--- src/rtl/tmcc_pkg.sv ---
/*
  Shared constants and types for the timer modulo and channel control
  block: register offsets, field positions, reset values, channel modes
  and the Wishbone request and response carriers.
  Assumes a 32-bit classic Wishbone bus with byte addresses.
*/
package tmcc_pkg;

  // Bus geometry
  localparam int ADDR_W = 8;
  localparam int DATA_W = 32;

  // Register byte offsets
  localparam logic [ADDR_W-1:0] OFS_STATUS_CONTROL = 8'h00;
  localparam logic [ADDR_W-1:0] OFS_COUNTER = 8'h04;
  localparam logic [ADDR_W-1:0] OFS_MODULO_HIGH = 8'h08;
  localparam logic [ADDR_W-1:0] OFS_MODULO_LOW = 8'h0c;
  localparam logic [ADDR_W-1:0] OFS_CHANNEL_SC = 8'h10;
  localparam logic [ADDR_W-1:0] OFS_CHANNEL_VALUE = 8'h14;

  // Timer status/control field positions
  localparam int TSC_OVF_BIT = 7;
  localparam int TSC_OVIE_BIT = 6;
  localparam int TSC_CPWM_BIT = 5;
  localparam int TSC_CLKS_LSB = 3;
  localparam int TSC_PS_LSB = 0;

  // Channel status/control field positions
  localparam int CSC_FLAG_BIT = 7;
  localparam int CSC_IE_BIT = 6;
  localparam int CSC_MODE_B_BIT = 5;
  localparam int CSC_MODE_A_BIT = 4;
  localparam int CSC_ELS_LSB = 2;

  // Reset values and counter landmarks
  localparam logic [7:0] TSC_RESET = 8'h00;
  localparam logic [7:0] CSC_RESET = 8'h00;
  localparam logic [15:0] MODULO_RESET = 16'h0000;
  localparam logic [15:0] COUNT_ZERO = 16'h0000;
  localparam logic [15:0] COUNT_FULL = 16'hffff;
  localparam logic [15:0] COUNT_FULL_M1 = 16'hfffe;
  localparam logic [15:0] CHV_RESET = 16'h0000;

  // Field encodings
  localparam logic [1:0] CLKS_OFF = 2'b00;
  localparam logic [1:0] ELS_RELEASE = 2'b00;
  localparam logic [1:0] ELS_RISE = 2'b01;
  localparam logic [1:0] ELS_FALL = 2'b10;
  localparam logic [1:0] ELS_BOTH = 2'b11;

  // Channel operating modes
  typedef enum logic [1:0] {
    TMCC_CAPTURE,
    TMCC_COMPARE,
    TMCC_EPWM,
    TMCC_CPWM
  } tmcc_mode_e;

  // Wishbone request from the master
  typedef struct packed {
    logic cyc;
    logic stb;
    logic we;
    logic [ADDR_W-1:0] adr;
    logic [3:0] sel;
    logic [DATA_W-1:0] dat;
  } tmcc_wb_req_s;

  // Wishbone answer to the master
  typedef struct packed {
    logic ack;
    logic [DATA_W-1:0] dat;
  } tmcc_wb_rsp_s;

endpackage

--- src/rtl/tmcc_timer.sv ---
/*
  Timer core with buffered modulo, up or up/down counter, overflow flag
  and one capture/compare/PWM channel behind a classic Wishbone slave.
  Assumes a prescaled count_tick pulse on core_clk and a debug freeze
  level from logic on the same clock; the channel pin is asynchronous.
*/
// Summary of operation
// (RULE1) At the modulo value the counter returns to zero and sets overflow.
// (RULE2) One modulo byte written alone holds off the overflow flag.
// (RULE3) Reset clears modulo to zero; zero means free-running full range.
// (RULE4) Modulo bytes go to a buffer; stopped counter loads on second byte.
// (RULE5) Running counter loads buffer when stepping to modulo, or to 0xFFFF.
// (RULE6) Any status/control write restarts the modulo byte sequence.
// (RULE7) In debug the byte sequence freezes and modulo writes go direct.
// (RULE8) Software should clear the counter before writing a new modulo.
// (RULE9) Input capture sets the channel flag on the chosen pin edge.
// (RULE10) Compare and PWM modes set the channel flag on counter match.
// (RULE11) PWM at 0% or 100% duty never sets the channel flag.
// (RULE12) Channel interrupt is the flag gated by its enable bit.
// (RULE13) Flag clears by read-seen-set then write zero; new events win.
// (RULE14) Reset clears channel flag and interrupt enable.
// (RULE15) Channel register: flag 7, enable 6, mode B 5, mode A 4, edge 3:2.
// (RULE16) Edge select 00 releases the pin; compare still sets the flag.
// (RULE17) Mode 00 captures: 01 rising, 10 falling, 11 both edges.
// (RULE18) Mode 01 compares: 00 none, 01 toggle, 10 clear, 11 set.
// (RULE19) Mode 1X is edge PWM: 10 high-true clear, X1 low-true set.
// (RULE20) Center select gives center PWM on match while counting up.
// (RULE21) Pin edges come from synchronised registered history.
// (RULE22) Clock source 00 stops the counter; other values let it run.
// (RULE23) Center select makes the counter count up and down.
// (RULE24) Center PWM takes the opposite action on matches counting down.
`timescale 1ns/1ps

module tmcc_timer (
  input wire logic core_clk,
  input wire logic reset_n,
  input wire tmcc_pkg::tmcc_wb_req_s wb_req,
  output tmcc_pkg::tmcc_wb_rsp_s wb_rsp,
  input wire logic count_tick,
  input wire logic background_debug_mode,
  input wire logic channel_pin_in,
  output logic channel_pin_out,
  output logic channel_pin_oe_n,
  output logic [1:0] clock_source_select,
  output logic [2:0] prescale_select,
  output logic center_pwm_select,
  output logic overflow_flag,
  output logic [15:0] counter_value,
  output logic overflow_irq,
  output logic channel_irq
);
  import tmcc_pkg::*;

  // Mode decode from center select and mode bits
  function automatic tmcc_mode_e decode_mode(input logic cpwm,
                                             input logic mode_b,
                                             input logic mode_a);
    if (cpwm) begin
      decode_mode = TMCC_CPWM;
    end else if (mode_b) begin
      decode_mode = TMCC_EPWM;
    end else if (mode_a) begin
      decode_mode = TMCC_COMPARE;
    end else begin
      decode_mode = TMCC_CAPTURE;
    end
  endfunction

  // Register state
  logic overflow_ie;
  logic overflow_armed;
  logic [15:0] modulo;
  logic [15:0] modulo_buf;
  logic mod_high_seen;
  logic mod_low_seen;
  logic mod_load_pending;
  logic count_down;
  logic channel_event_flag;
  logic channel_irq_enable;
  logic channel_mode_b;
  logic channel_mode_a;
  logic [1:0] edge_level_select;
  logic channel_armed;
  logic [15:0] channel_value;
  logic pin_sync1;
  logic pin_sync2;
  logic pin_prev;
  logic ack;
  logic [DATA_W-1:0] read_data;

  // Combinational terms
  logic bus_take;
  logic wr;
  logic rd;
  logic wr_lane0;
  logic wr_tsc;
  logic wr_cnt;
  logic wr_modh;
  logic wr_modl;
  logic wr_csc;
  logic wr_chv;
  logic cnt_step;
  logic [15:0] top;
  logic [15:0] next_cnt;
  logic next_down;
  logic ovf_cond;
  logic wrap_up;
  logic mod_partial;
  logic mod_load_due;
  logic ovf_set;
  tmcc_mode_e mode;
  logic is_pwm;
  logic duty_zero;
  logic duty_full;
  logic duty_extreme;
  logic ch_match;
  logic up_match;
  logic edge_hit;
  logic capture_evt;
  logic ch_set;
  logic high_true;
  logic [DATA_W-1:0] next_read;

  // Bus decode; writes and read effects happen on the ack edge
  assign bus_take = wb_req.cyc & wb_req.stb & ack;
  assign wr = bus_take & wb_req.we;
  assign rd = bus_take & ~wb_req.we;
  assign wr_lane0 = wr & wb_req.sel[0];
  assign wr_tsc = wr_lane0 & (wb_req.adr == OFS_STATUS_CONTROL);
  assign wr_cnt = wr & (wb_req.adr == OFS_COUNTER);
  assign wr_modh = wr_lane0 & (wb_req.adr == OFS_MODULO_HIGH);
  assign wr_modl = wr_lane0 & (wb_req.adr == OFS_MODULO_LOW);
  assign wr_csc = wr_lane0 & (wb_req.adr == OFS_CHANNEL_SC);
  assign wr_chv = wr & (wb_req.adr == OFS_CHANNEL_VALUE);

  // Counter runs only with a clock source and outside debug
  assign cnt_step = count_tick & (clock_source_select != CLKS_OFF) // RULE22
                    & ~background_debug_mode;
  assign top = (modulo == MODULO_RESET) ? COUNT_FULL : modulo; // RULE3

  // Next count, direction and overflow condition
  always_comb begin
    next_cnt = counter_value + 16'h0001;
    next_down = count_down;
    ovf_cond = 1'b0;
    wrap_up = 1'b0;
    if (!center_pwm_select) begin
      next_down = 1'b0;
      if (counter_value == top || counter_value == COUNT_FULL) begin
        next_cnt = COUNT_ZERO; // RULE1
        ovf_cond = 1'b1;
        wrap_up = 1'b1;
      end
    end else if (!count_down) begin
      if (counter_value >= top) begin
        next_cnt = counter_value - 16'h0001; // RULE23
        next_down = 1'b1;
        ovf_cond = 1'b1;
      end
    end else if (counter_value == COUNT_ZERO) begin
      next_down = 1'b0;
    end else begin
      next_cnt = counter_value - 16'h0001;
    end
  end

  // Main counter; any write to it clears it
  always_ff @(posedge core_clk) begin
    if (!reset_n) begin
      counter_value <= COUNT_ZERO;
      count_down <= 1'b0;
    end else if (wr_cnt) begin
      counter_value <= COUNT_ZERO;
      count_down <= 1'b0;
    end else if (cnt_step) begin
      counter_value <= next_cnt;
      count_down <= next_down;
    end
  end

  // Overflow held off while only one modulo byte is in
  assign mod_partial = mod_high_seen ^ mod_low_seen; // RULE2
  assign ovf_set = cnt_step & ovf_cond & ~mod_partial; // RULE2
  assign mod_load_due = mod_load_pending & cnt_step & ~next_down // RULE5
    & ((modulo == MODULO_RESET) ? (counter_value == COUNT_FULL_M1)
       : (counter_value == modulo - 16'h0001));

  // Timer status/control fields
  always_ff @(posedge core_clk) begin
    if (!reset_n) begin
      overflow_ie <= TSC_RESET[TSC_OVIE_BIT];
      center_pwm_select <= TSC_RESET[TSC_CPWM_BIT];
      clock_source_select <= TSC_RESET[TSC_CLKS_LSB +: 2];
      prescale_select <= TSC_RESET[TSC_PS_LSB +: 3];
    end else if (wr_tsc) begin
      overflow_ie <= wb_req.dat[TSC_OVIE_BIT];
      center_pwm_select <= wb_req.dat[TSC_CPWM_BIT];
      clock_source_select <= wb_req.dat[TSC_CLKS_LSB +: 2];
      prescale_select <= wb_req.dat[TSC_PS_LSB +: 3];
    end
  end

  // Overflow flag with read-then-write-zero clear; a set wins
  always_ff @(posedge core_clk) begin
    if (!reset_n) begin
      overflow_flag <= TSC_RESET[TSC_OVF_BIT];
      overflow_armed <= 1'b0;
    end else if (ovf_set) begin
      overflow_flag <= 1'b1; // RULE1
      overflow_armed <= 1'b0;
    end else if (wr_tsc && overflow_armed && !wb_req.dat[TSC_OVF_BIT]) begin
      overflow_flag <= 1'b0;
      overflow_armed <= 1'b0;
    end else if (rd && wb_req.adr == OFS_STATUS_CONTROL &&
                 read_data[TSC_OVF_BIT]) begin
      overflow_armed <= 1'b1;
    end
  end

  // Modulo byte buffer, byte sequence and active modulo
  always_ff @(posedge core_clk) begin
    if (!reset_n) begin
      modulo <= MODULO_RESET; // RULE3
      modulo_buf <= MODULO_RESET;
      mod_high_seen <= 1'b0;
      mod_low_seen <= 1'b0;
      mod_load_pending <= 1'b0;
    end else if (wr_tsc) begin
      mod_high_seen <= 1'b0; // RULE6
      mod_low_seen <= 1'b0;
      mod_load_pending <= 1'b0;
    end else if (background_debug_mode) begin
      if (wr_modh) begin
        modulo[15:8] <= wb_req.dat[7:0]; // RULE7
      end
      if (wr_modl) begin
        modulo[7:0] <= wb_req.dat[7:0]; // RULE7
      end
    end else if (wr_modh || wr_modl) begin
      if (wr_modh) begin
        modulo_buf[15:8] <= wb_req.dat[7:0]; // RULE4
      end else begin
        modulo_buf[7:0] <= wb_req.dat[7:0]; // RULE4
      end
      if ((wr_modh && mod_low_seen) || (wr_modl && mod_high_seen)) begin
        mod_high_seen <= 1'b0;
        mod_low_seen <= 1'b0;
        if (clock_source_select == CLKS_OFF) begin
          modulo <= wr_modh ? {wb_req.dat[7:0], modulo_buf[7:0]}
                            : {modulo_buf[15:8], wb_req.dat[7:0]}; // RULE4
          mod_load_pending <= 1'b0;
        end else begin
          mod_load_pending <= 1'b1; // RULE5
        end
      end else begin
        mod_high_seen <= mod_high_seen | wr_modh;
        mod_low_seen <= mod_low_seen | wr_modl;
      end
    end else if (mod_load_due) begin
      modulo <= modulo_buf; // RULE5
      mod_load_pending <= 1'b0;
    end else if (mod_load_pending && clock_source_select == CLKS_OFF) begin
      modulo <= modulo_buf; // RULE4
      mod_load_pending <= 1'b0;
    end
  end

  // Channel mode and duty extremes
  assign mode = decode_mode(center_pwm_select, channel_mode_b,
                            channel_mode_a);
  assign is_pwm = (mode == TMCC_EPWM) || (mode == TMCC_CPWM);
  assign duty_zero = (channel_value == COUNT_ZERO);
  assign duty_full = (mode == TMCC_CPWM) ? (channel_value >= top)
                                         : (channel_value > top);
  assign duty_extreme = is_pwm & (duty_zero | duty_full);
  assign high_true = (edge_level_select == ELS_FALL);

  // Match on the step into the channel value
  assign ch_match = cnt_step & (next_cnt == channel_value) // RULE10
                    & (mode != TMCC_CAPTURE);
  assign up_match = ch_match & ~next_down;

  // Pin synchroniser and registered history
  always_ff @(posedge core_clk) begin
    if (!reset_n) begin
      pin_sync1 <= 1'b0;
      pin_sync2 <= 1'b0;
      pin_prev <= 1'b0;
    end else begin
      pin_sync1 <= channel_pin_in;
      pin_sync2 <= pin_sync1;
      pin_prev <= pin_sync2; // RULE21
    end
  end

  // Edge selection for capture
  always_comb begin
    unique case (edge_level_select)
      ELS_RISE: edge_hit = pin_sync2 & ~pin_prev; // RULE17
      ELS_FALL: edge_hit = ~pin_sync2 & pin_prev; // RULE17
      ELS_BOTH: edge_hit = pin_sync2 ^ pin_prev; // RULE17
      ELS_RELEASE: edge_hit = 1'b0;
    endcase
  end
  assign capture_evt = (mode == TMCC_CAPTURE) & edge_hit; // RULE9
  assign ch_set = capture_evt | (ch_match & ~duty_extreme); // RULE11

  // Channel control bits
  always_ff @(posedge core_clk) begin
    if (!reset_n) begin
      channel_irq_enable <= CSC_RESET[CSC_IE_BIT]; // RULE14
      channel_mode_b <= CSC_RESET[CSC_MODE_B_BIT];
      channel_mode_a <= CSC_RESET[CSC_MODE_A_BIT];
      edge_level_select <= CSC_RESET[CSC_ELS_LSB +: 2];
    end else if (wr_csc) begin
      channel_irq_enable <= wb_req.dat[CSC_IE_BIT]; // RULE15
      channel_mode_b <= wb_req.dat[CSC_MODE_B_BIT];
      channel_mode_a <= wb_req.dat[CSC_MODE_A_BIT];
      edge_level_select <= wb_req.dat[CSC_ELS_LSB +: 2];
    end
  end

  // Channel flag with read-then-write-zero clear; a new event wins
  always_ff @(posedge core_clk) begin
    if (!reset_n) begin
      channel_event_flag <= CSC_RESET[CSC_FLAG_BIT]; // RULE14
      channel_armed <= 1'b0;
    end else if (ch_set) begin
      channel_event_flag <= 1'b1; // RULE13
      channel_armed <= 1'b0;
    end else if (wr_csc && channel_armed && !wb_req.dat[CSC_FLAG_BIT]) begin
      channel_event_flag <= 1'b0; // RULE13
      channel_armed <= 1'b0;
    end else if (rd && wb_req.adr == OFS_CHANNEL_SC &&
                 read_data[CSC_FLAG_BIT]) begin
      channel_armed <= 1'b1; // RULE13
    end
  end

  // Channel value: capture store, or direct write outside capture
  always_ff @(posedge core_clk) begin
    if (!reset_n) begin
      channel_value <= CHV_RESET;
    end else if (capture_evt) begin
      channel_value <= counter_value; // RULE9
    end else if (wr_chv && mode != TMCC_CAPTURE) begin
      if (wb_req.sel[1]) begin
        channel_value[15:8] <= wb_req.dat[15:8];
      end
      if (wb_req.sel[0]) begin
        channel_value[7:0] <= wb_req.dat[7:0];
      end
    end
  end

  // Channel output level
  always_ff @(posedge core_clk) begin
    if (!reset_n) begin
      channel_pin_out <= 1'b0;
    end else if (mode == TMCC_COMPARE) begin
      if (ch_match) begin
        unique case (edge_level_select)
          ELS_RISE: channel_pin_out <= ~channel_pin_out; // RULE18
          ELS_FALL: channel_pin_out <= 1'b0; // RULE18
          ELS_BOTH: channel_pin_out <= 1'b1; // RULE18
          ELS_RELEASE: channel_pin_out <= channel_pin_out; // RULE16
        endcase
      end
    end else if (is_pwm) begin
      if (duty_extreme) begin
        channel_pin_out <= duty_zero ? ~high_true : high_true; // RULE11
      end else if (up_match) begin
        channel_pin_out <= ~high_true; // RULE19 RULE20
      end else if (ch_match) begin
        channel_pin_out <= high_true; // RULE24
      end else if (mode == TMCC_EPWM && cnt_step && wrap_up) begin
        channel_pin_out <= high_true; // RULE19
      end
    end
  end

  // Pin driven only in output modes with a nonzero edge/level field
  assign channel_pin_oe_n = (edge_level_select == ELS_RELEASE) // RULE16
                            | (mode == TMCC_CAPTURE);

  // Interrupt requests
  assign channel_irq = channel_event_flag & channel_irq_enable; // RULE12
  assign overflow_irq = overflow_flag & overflow_ie;

  // Read multiplexer; unmapped offsets read zero
  always_comb begin
    next_read = '0;
    unique case (wb_req.adr)
      OFS_STATUS_CONTROL: begin
        next_read[TSC_OVF_BIT] = overflow_flag;
        next_read[TSC_OVIE_BIT] = overflow_ie;
        next_read[TSC_CPWM_BIT] = center_pwm_select;
        next_read[TSC_CLKS_LSB +: 2] = clock_source_select;
        next_read[TSC_PS_LSB +: 3] = prescale_select;
      end
      OFS_COUNTER: next_read[15:0] = counter_value;
      OFS_MODULO_HIGH: next_read[7:0] = modulo[15:8];
      OFS_MODULO_LOW: next_read[7:0] = modulo[7:0];
      OFS_CHANNEL_SC: begin
        next_read[CSC_FLAG_BIT] = channel_event_flag; // RULE15
        next_read[CSC_IE_BIT] = channel_irq_enable;
        next_read[CSC_MODE_B_BIT] = channel_mode_b;
        next_read[CSC_MODE_A_BIT] = channel_mode_a;
        next_read[CSC_ELS_LSB +: 2] = edge_level_select;
      end
      OFS_CHANNEL_VALUE: next_read[15:0] = channel_value;
      default: next_read = '0;
    endcase
  end

  // Wishbone ack one cycle after the request, dropped the cycle after
  always_ff @(posedge core_clk) begin
    if (!reset_n) begin
      ack <= 1'b0;
      read_data <= '0;
    end else begin
      ack <= wb_req.cyc & wb_req.stb & ~ack;
      if (wb_req.cyc && wb_req.stb && !ack) begin
        read_data <= next_read;
      end
    end
  end

  assign wb_rsp.ack = ack;
  assign wb_rsp.dat = read_data;

endmodule // tmcc_timer

--- config.mk ---
export PLATFORM = sky130hd
export DESIGN_NAME = tmcc_timer
export DESIGN_NICKNAME = d
export VERILOG_FILES = /design/src/rtl/tmcc_pkg.sv /design/src/rtl/tmcc_timer.sv
export SDC_FILE = /design/constraint.sdc
export NUM_CORES = 1
export LEC_CHECK = 0
export ABC_AREA = 1
export BUFFER_PORTS_ARGS = -buffer_cell sky130_fd_sc_hd__buf_2
export CAP_MARGIN = 20
export CORE_MARGIN = 2
export CORE_UTILIZATION = 53
export DETAILED_ROUTE_END_ITERATION = 6
export PLACE_DENSITY = 0.78
export SYNTH_ARGS = -nofsm -noshare
export SYNTH_HDL_FRONTEND = slang
export SYNTH_SLANG_ARGS = --single-unit
export TNS_END_PERCENT = 30
--- constraint.sdc ---
create_clock -name core_clk -period 3.92 [get_ports core_clk]
set_input_delay 0.196 -clock core_clk [delete_from_list [all_inputs] [get_ports core_clk]]
set_output_delay 0.196 -clock core_clk [all_outputs]
set_load 0.01 [all_outputs]
==> reports/results.tsv <==
metric	value	unit
Pwr Density	282	nW/µm²
crit path capture	channel_pin_out	
Slew HR	62.2	%
flops & latches, synth	105	
Final Cycle Share	97.5	%
core area	14400	µm²
Crit path largest cell delay	0.32	ns
area grow syn2layout	16.2	%
Buf+Inv Stages, Crit Path	4	
CTS tree	done	
Worst Hold Class	input port to flop	
share of post-route cells with drive strength above 1	18.9	%
Critical R2R Capture	channel_pin_out	
CP most frequent cell	nand2_1	
Max VDD drop	0.000211	V
final RePlAce weighted congestion	1.01	
CTS H-tree lvls	3	
CTS clk-pin slew, worst paths	0.07	ns
root buffer cell	clkbuf_16	
Hold Crit Start	channel_pin_in	
leading register cell type out of synthesis	dfxtp_1	
max-cap viol count	0	
fin worst setup slack	0.0992	ns
initial antenna violation count	0	
clock sink count	105	
CTS Hold Bufs	0	
Tmin final	3.82	ns
total congestion overflow	0	
Cell Area, Synth	7770	µm²
Core Util, Final	62.6	%
worst slack at placement	0.0328	ns
most frequent cells in the layout	189 x nand2_1, 139 x inv_1, 110 x nor2_1	
Worst Setup Path Type	flop to flop	
Routed Antenna Nets	0	
I/O pins	112	
drt drc	0	
WL/cell	18.2	µm
Slew @ Worst Pin	0.565	ns
Reg2Reg Launch Point	modulo[1]	
# fillers	1350	
final setup TNS	0	ns
port bufs	77	
f_max	262	MHz
largest net degree at the start of global routing	59	
die area	15700	µm²
clock tree buffer depth	2	
drt initial violations	1042	
vias in the first global route	7515	
Worst path slowest cell	dfxtp_2	
Yosys top cell by area	dfxtp_1	
WP depth	27	
RSZ-0062 raised after global routing	true	
Ys Warns	0	
Worst R2R Path Depth	27	
Slew Limit Fails	0	
Hold Violations, Final	0	
Die Height	125	µm
clk_lat worst skew	0.36	ns
clock skew	0.00453	ns
WL final	26700	µm
Synth top area share	27.0	%
via count	8683	
Yosys cell types	56	
# nets final	1363	
Vias/cell	5.92	
Antenna diodes	0	
Mapped Cells	1179	
final setup fails	0	
CP required	4.21	ns
Avg Inst Size Synth	6.59	µm²
outcome	finished, final reports clean	
FF-to-FF setup slack	0.1	ns
Setup crit end kind	flop	
Initial Utilization	53.9	%
post-synthesis sequential area ratio	27.0	%
first-pass GRT wire length	40500	µm
EDFF count, synth	0	
GRT Total Usage	32.8	%
share of flip-flops with an asynchronous set or reset	0	%
P_leak	4.34	nW
most common cell after layout, fill and taps aside	nand2_1	
critical path data arrival time	4.11	ns
Worst setup SP type	flop	
Worst Setup SP	modulo[1]	
Worst Path Max Fanout	8	
DRT Pass-1 Iters	5	
synth top area cells	dfxtp_1 27%, nand2_1 9.4%, inv_1 6.8%	
HPWL after DPL	19900	µm
Core Rows	44	
Chip Width	125	µm
Crit path max-delay family	simple AND/OR/NAND/NOR gates	
Inserted Clock Buffers	9	
## layer usage
layer	share of wire (%)	global-route usage, %	vias to the layer above
met2	41	48.1	580
met4	5.2	16.7	0
met5	0	0	-
met1	41	46.1	3871
met3	12	5.82	100
li1	-	-	4132
## report_power, final
group          switching [mW]  internal, mW  total [mW]
registers              0.0149          1.09        1.10
logic                   0.319         0.180       0.500
clock network           0.424         0.517       0.941
total                   0.759          1.79        2.54
## repair_timing
action / 4_1_cts / 5_1_grt
resized for setup: 2 / 47
pin swaps: 1 / 29
endpoints found under the setup margin: 1 / 17
setup buffers: 1 / 8
gates cloned: 0 / 3
## worst min path at each step
stage	to	cells after the start
after global routing	pin_sync1	3
after floorplan	pin_sync1	2
final	pin_sync1	3
after detailed placement	pin_sync1	3
after global placement	pin_sync1	3
after CTS	pin_sync1	3
## registers in the layout (all words and copies together) (netlist names), 2 cells and up
| name | count |
|---|---|
| modulo_buf | 16 |
| edge_level_select | 2 |
| prescale_select | 3 |
| counter_value | 16 |
| clock_source_select | 2 |
| read_data | 16 |
| channel_value | 16 |
| modulo | 16 |
## cell type report
class	instances	area, µm²	share of cell area [%]
clock buffers	11	243	2.69
clock inverters	5	60.1	0.665
inverters	162	621	6.87
multi-input cells	871	5000	55.4
flip-flops and latches	105	2100	23.3
well taps	184	230	2.55
repair buffers	126	757	8.38
repair inverters	2	15.0	0.166
## worst register-to-register path: stages, from the launching register on
cell and delay (ns):
dfxtp_2 0.32, inv_2 0.05, ha_4 0.16, nand2_4 0.09, nor2_4 0.04, nand2_4 0.09, clkinvlp_4 0.16, buf_6 0.18
nor2_4 0.16, ha_4 0.23, a21oi_2 0.11, o21ai_1 0.08, nand2_1 0.09, o2111ai_2 0.12, nor2_4 0.29, nand3_4 0.22
buf_4 0.20, nand2_1 0.08, o21ai_1 0.10, nand2_1 0.09, nand2_1 0.05, nand2_1 0.06, nand2_1 0.10, nor2_2 0.16
nand4_1 0.17, nand3_2 0.12, nand3_2 0.09, a21oi_2 0.14
## cells by family (layout without fill, tap and decap cells)
family                   count (synthesis)  after routing  share of synthesized area [%]
AO/OA/AOI/OAI                          284            284                           21.3
XOR/XNOR                                40             40                           4.51
adder cells (fa/ha/maj)                 34             34                           5.47
buffers and inverters                  219            306                           11.7
flip-flops                             105            105                           27.0
other                                    1             16                         0.0482
AND/OR/NAND/NOR                        496            497                           30.0
## Yosys cell counts, types with 8 or more instances
cell type,count
ha_1,34
o22ai_1,9
a211oi_1,46
inv_1,141
nand3_1,79
clkbuf_1,33
a21oi_1,92
dfxtp_1,105
nor2_2,8
nand2_1,194
o221ai_1,8
inv_2,14
buf_4,18
nand4_1,22
xor2_1,37
o21ai_0,95
nor2_1,125
nor3_1,14
## through the flow
stage	instance area, µm²	total power, mW	instances	hold slack, ns
6_report	9030	2.54	1466	0.0218
5_1_grt	9030	2.64	1466	0.0274
4_1_cts	8770	2.50	1455	0.0192
3_5_place_dp	8460	1.57	1438	0.393
3_3_place_gp	8460	1.56	1438	0.376
2_1_floorplan	7830	1.44	1194	0.294
Power figures use the tool's default switching activity.
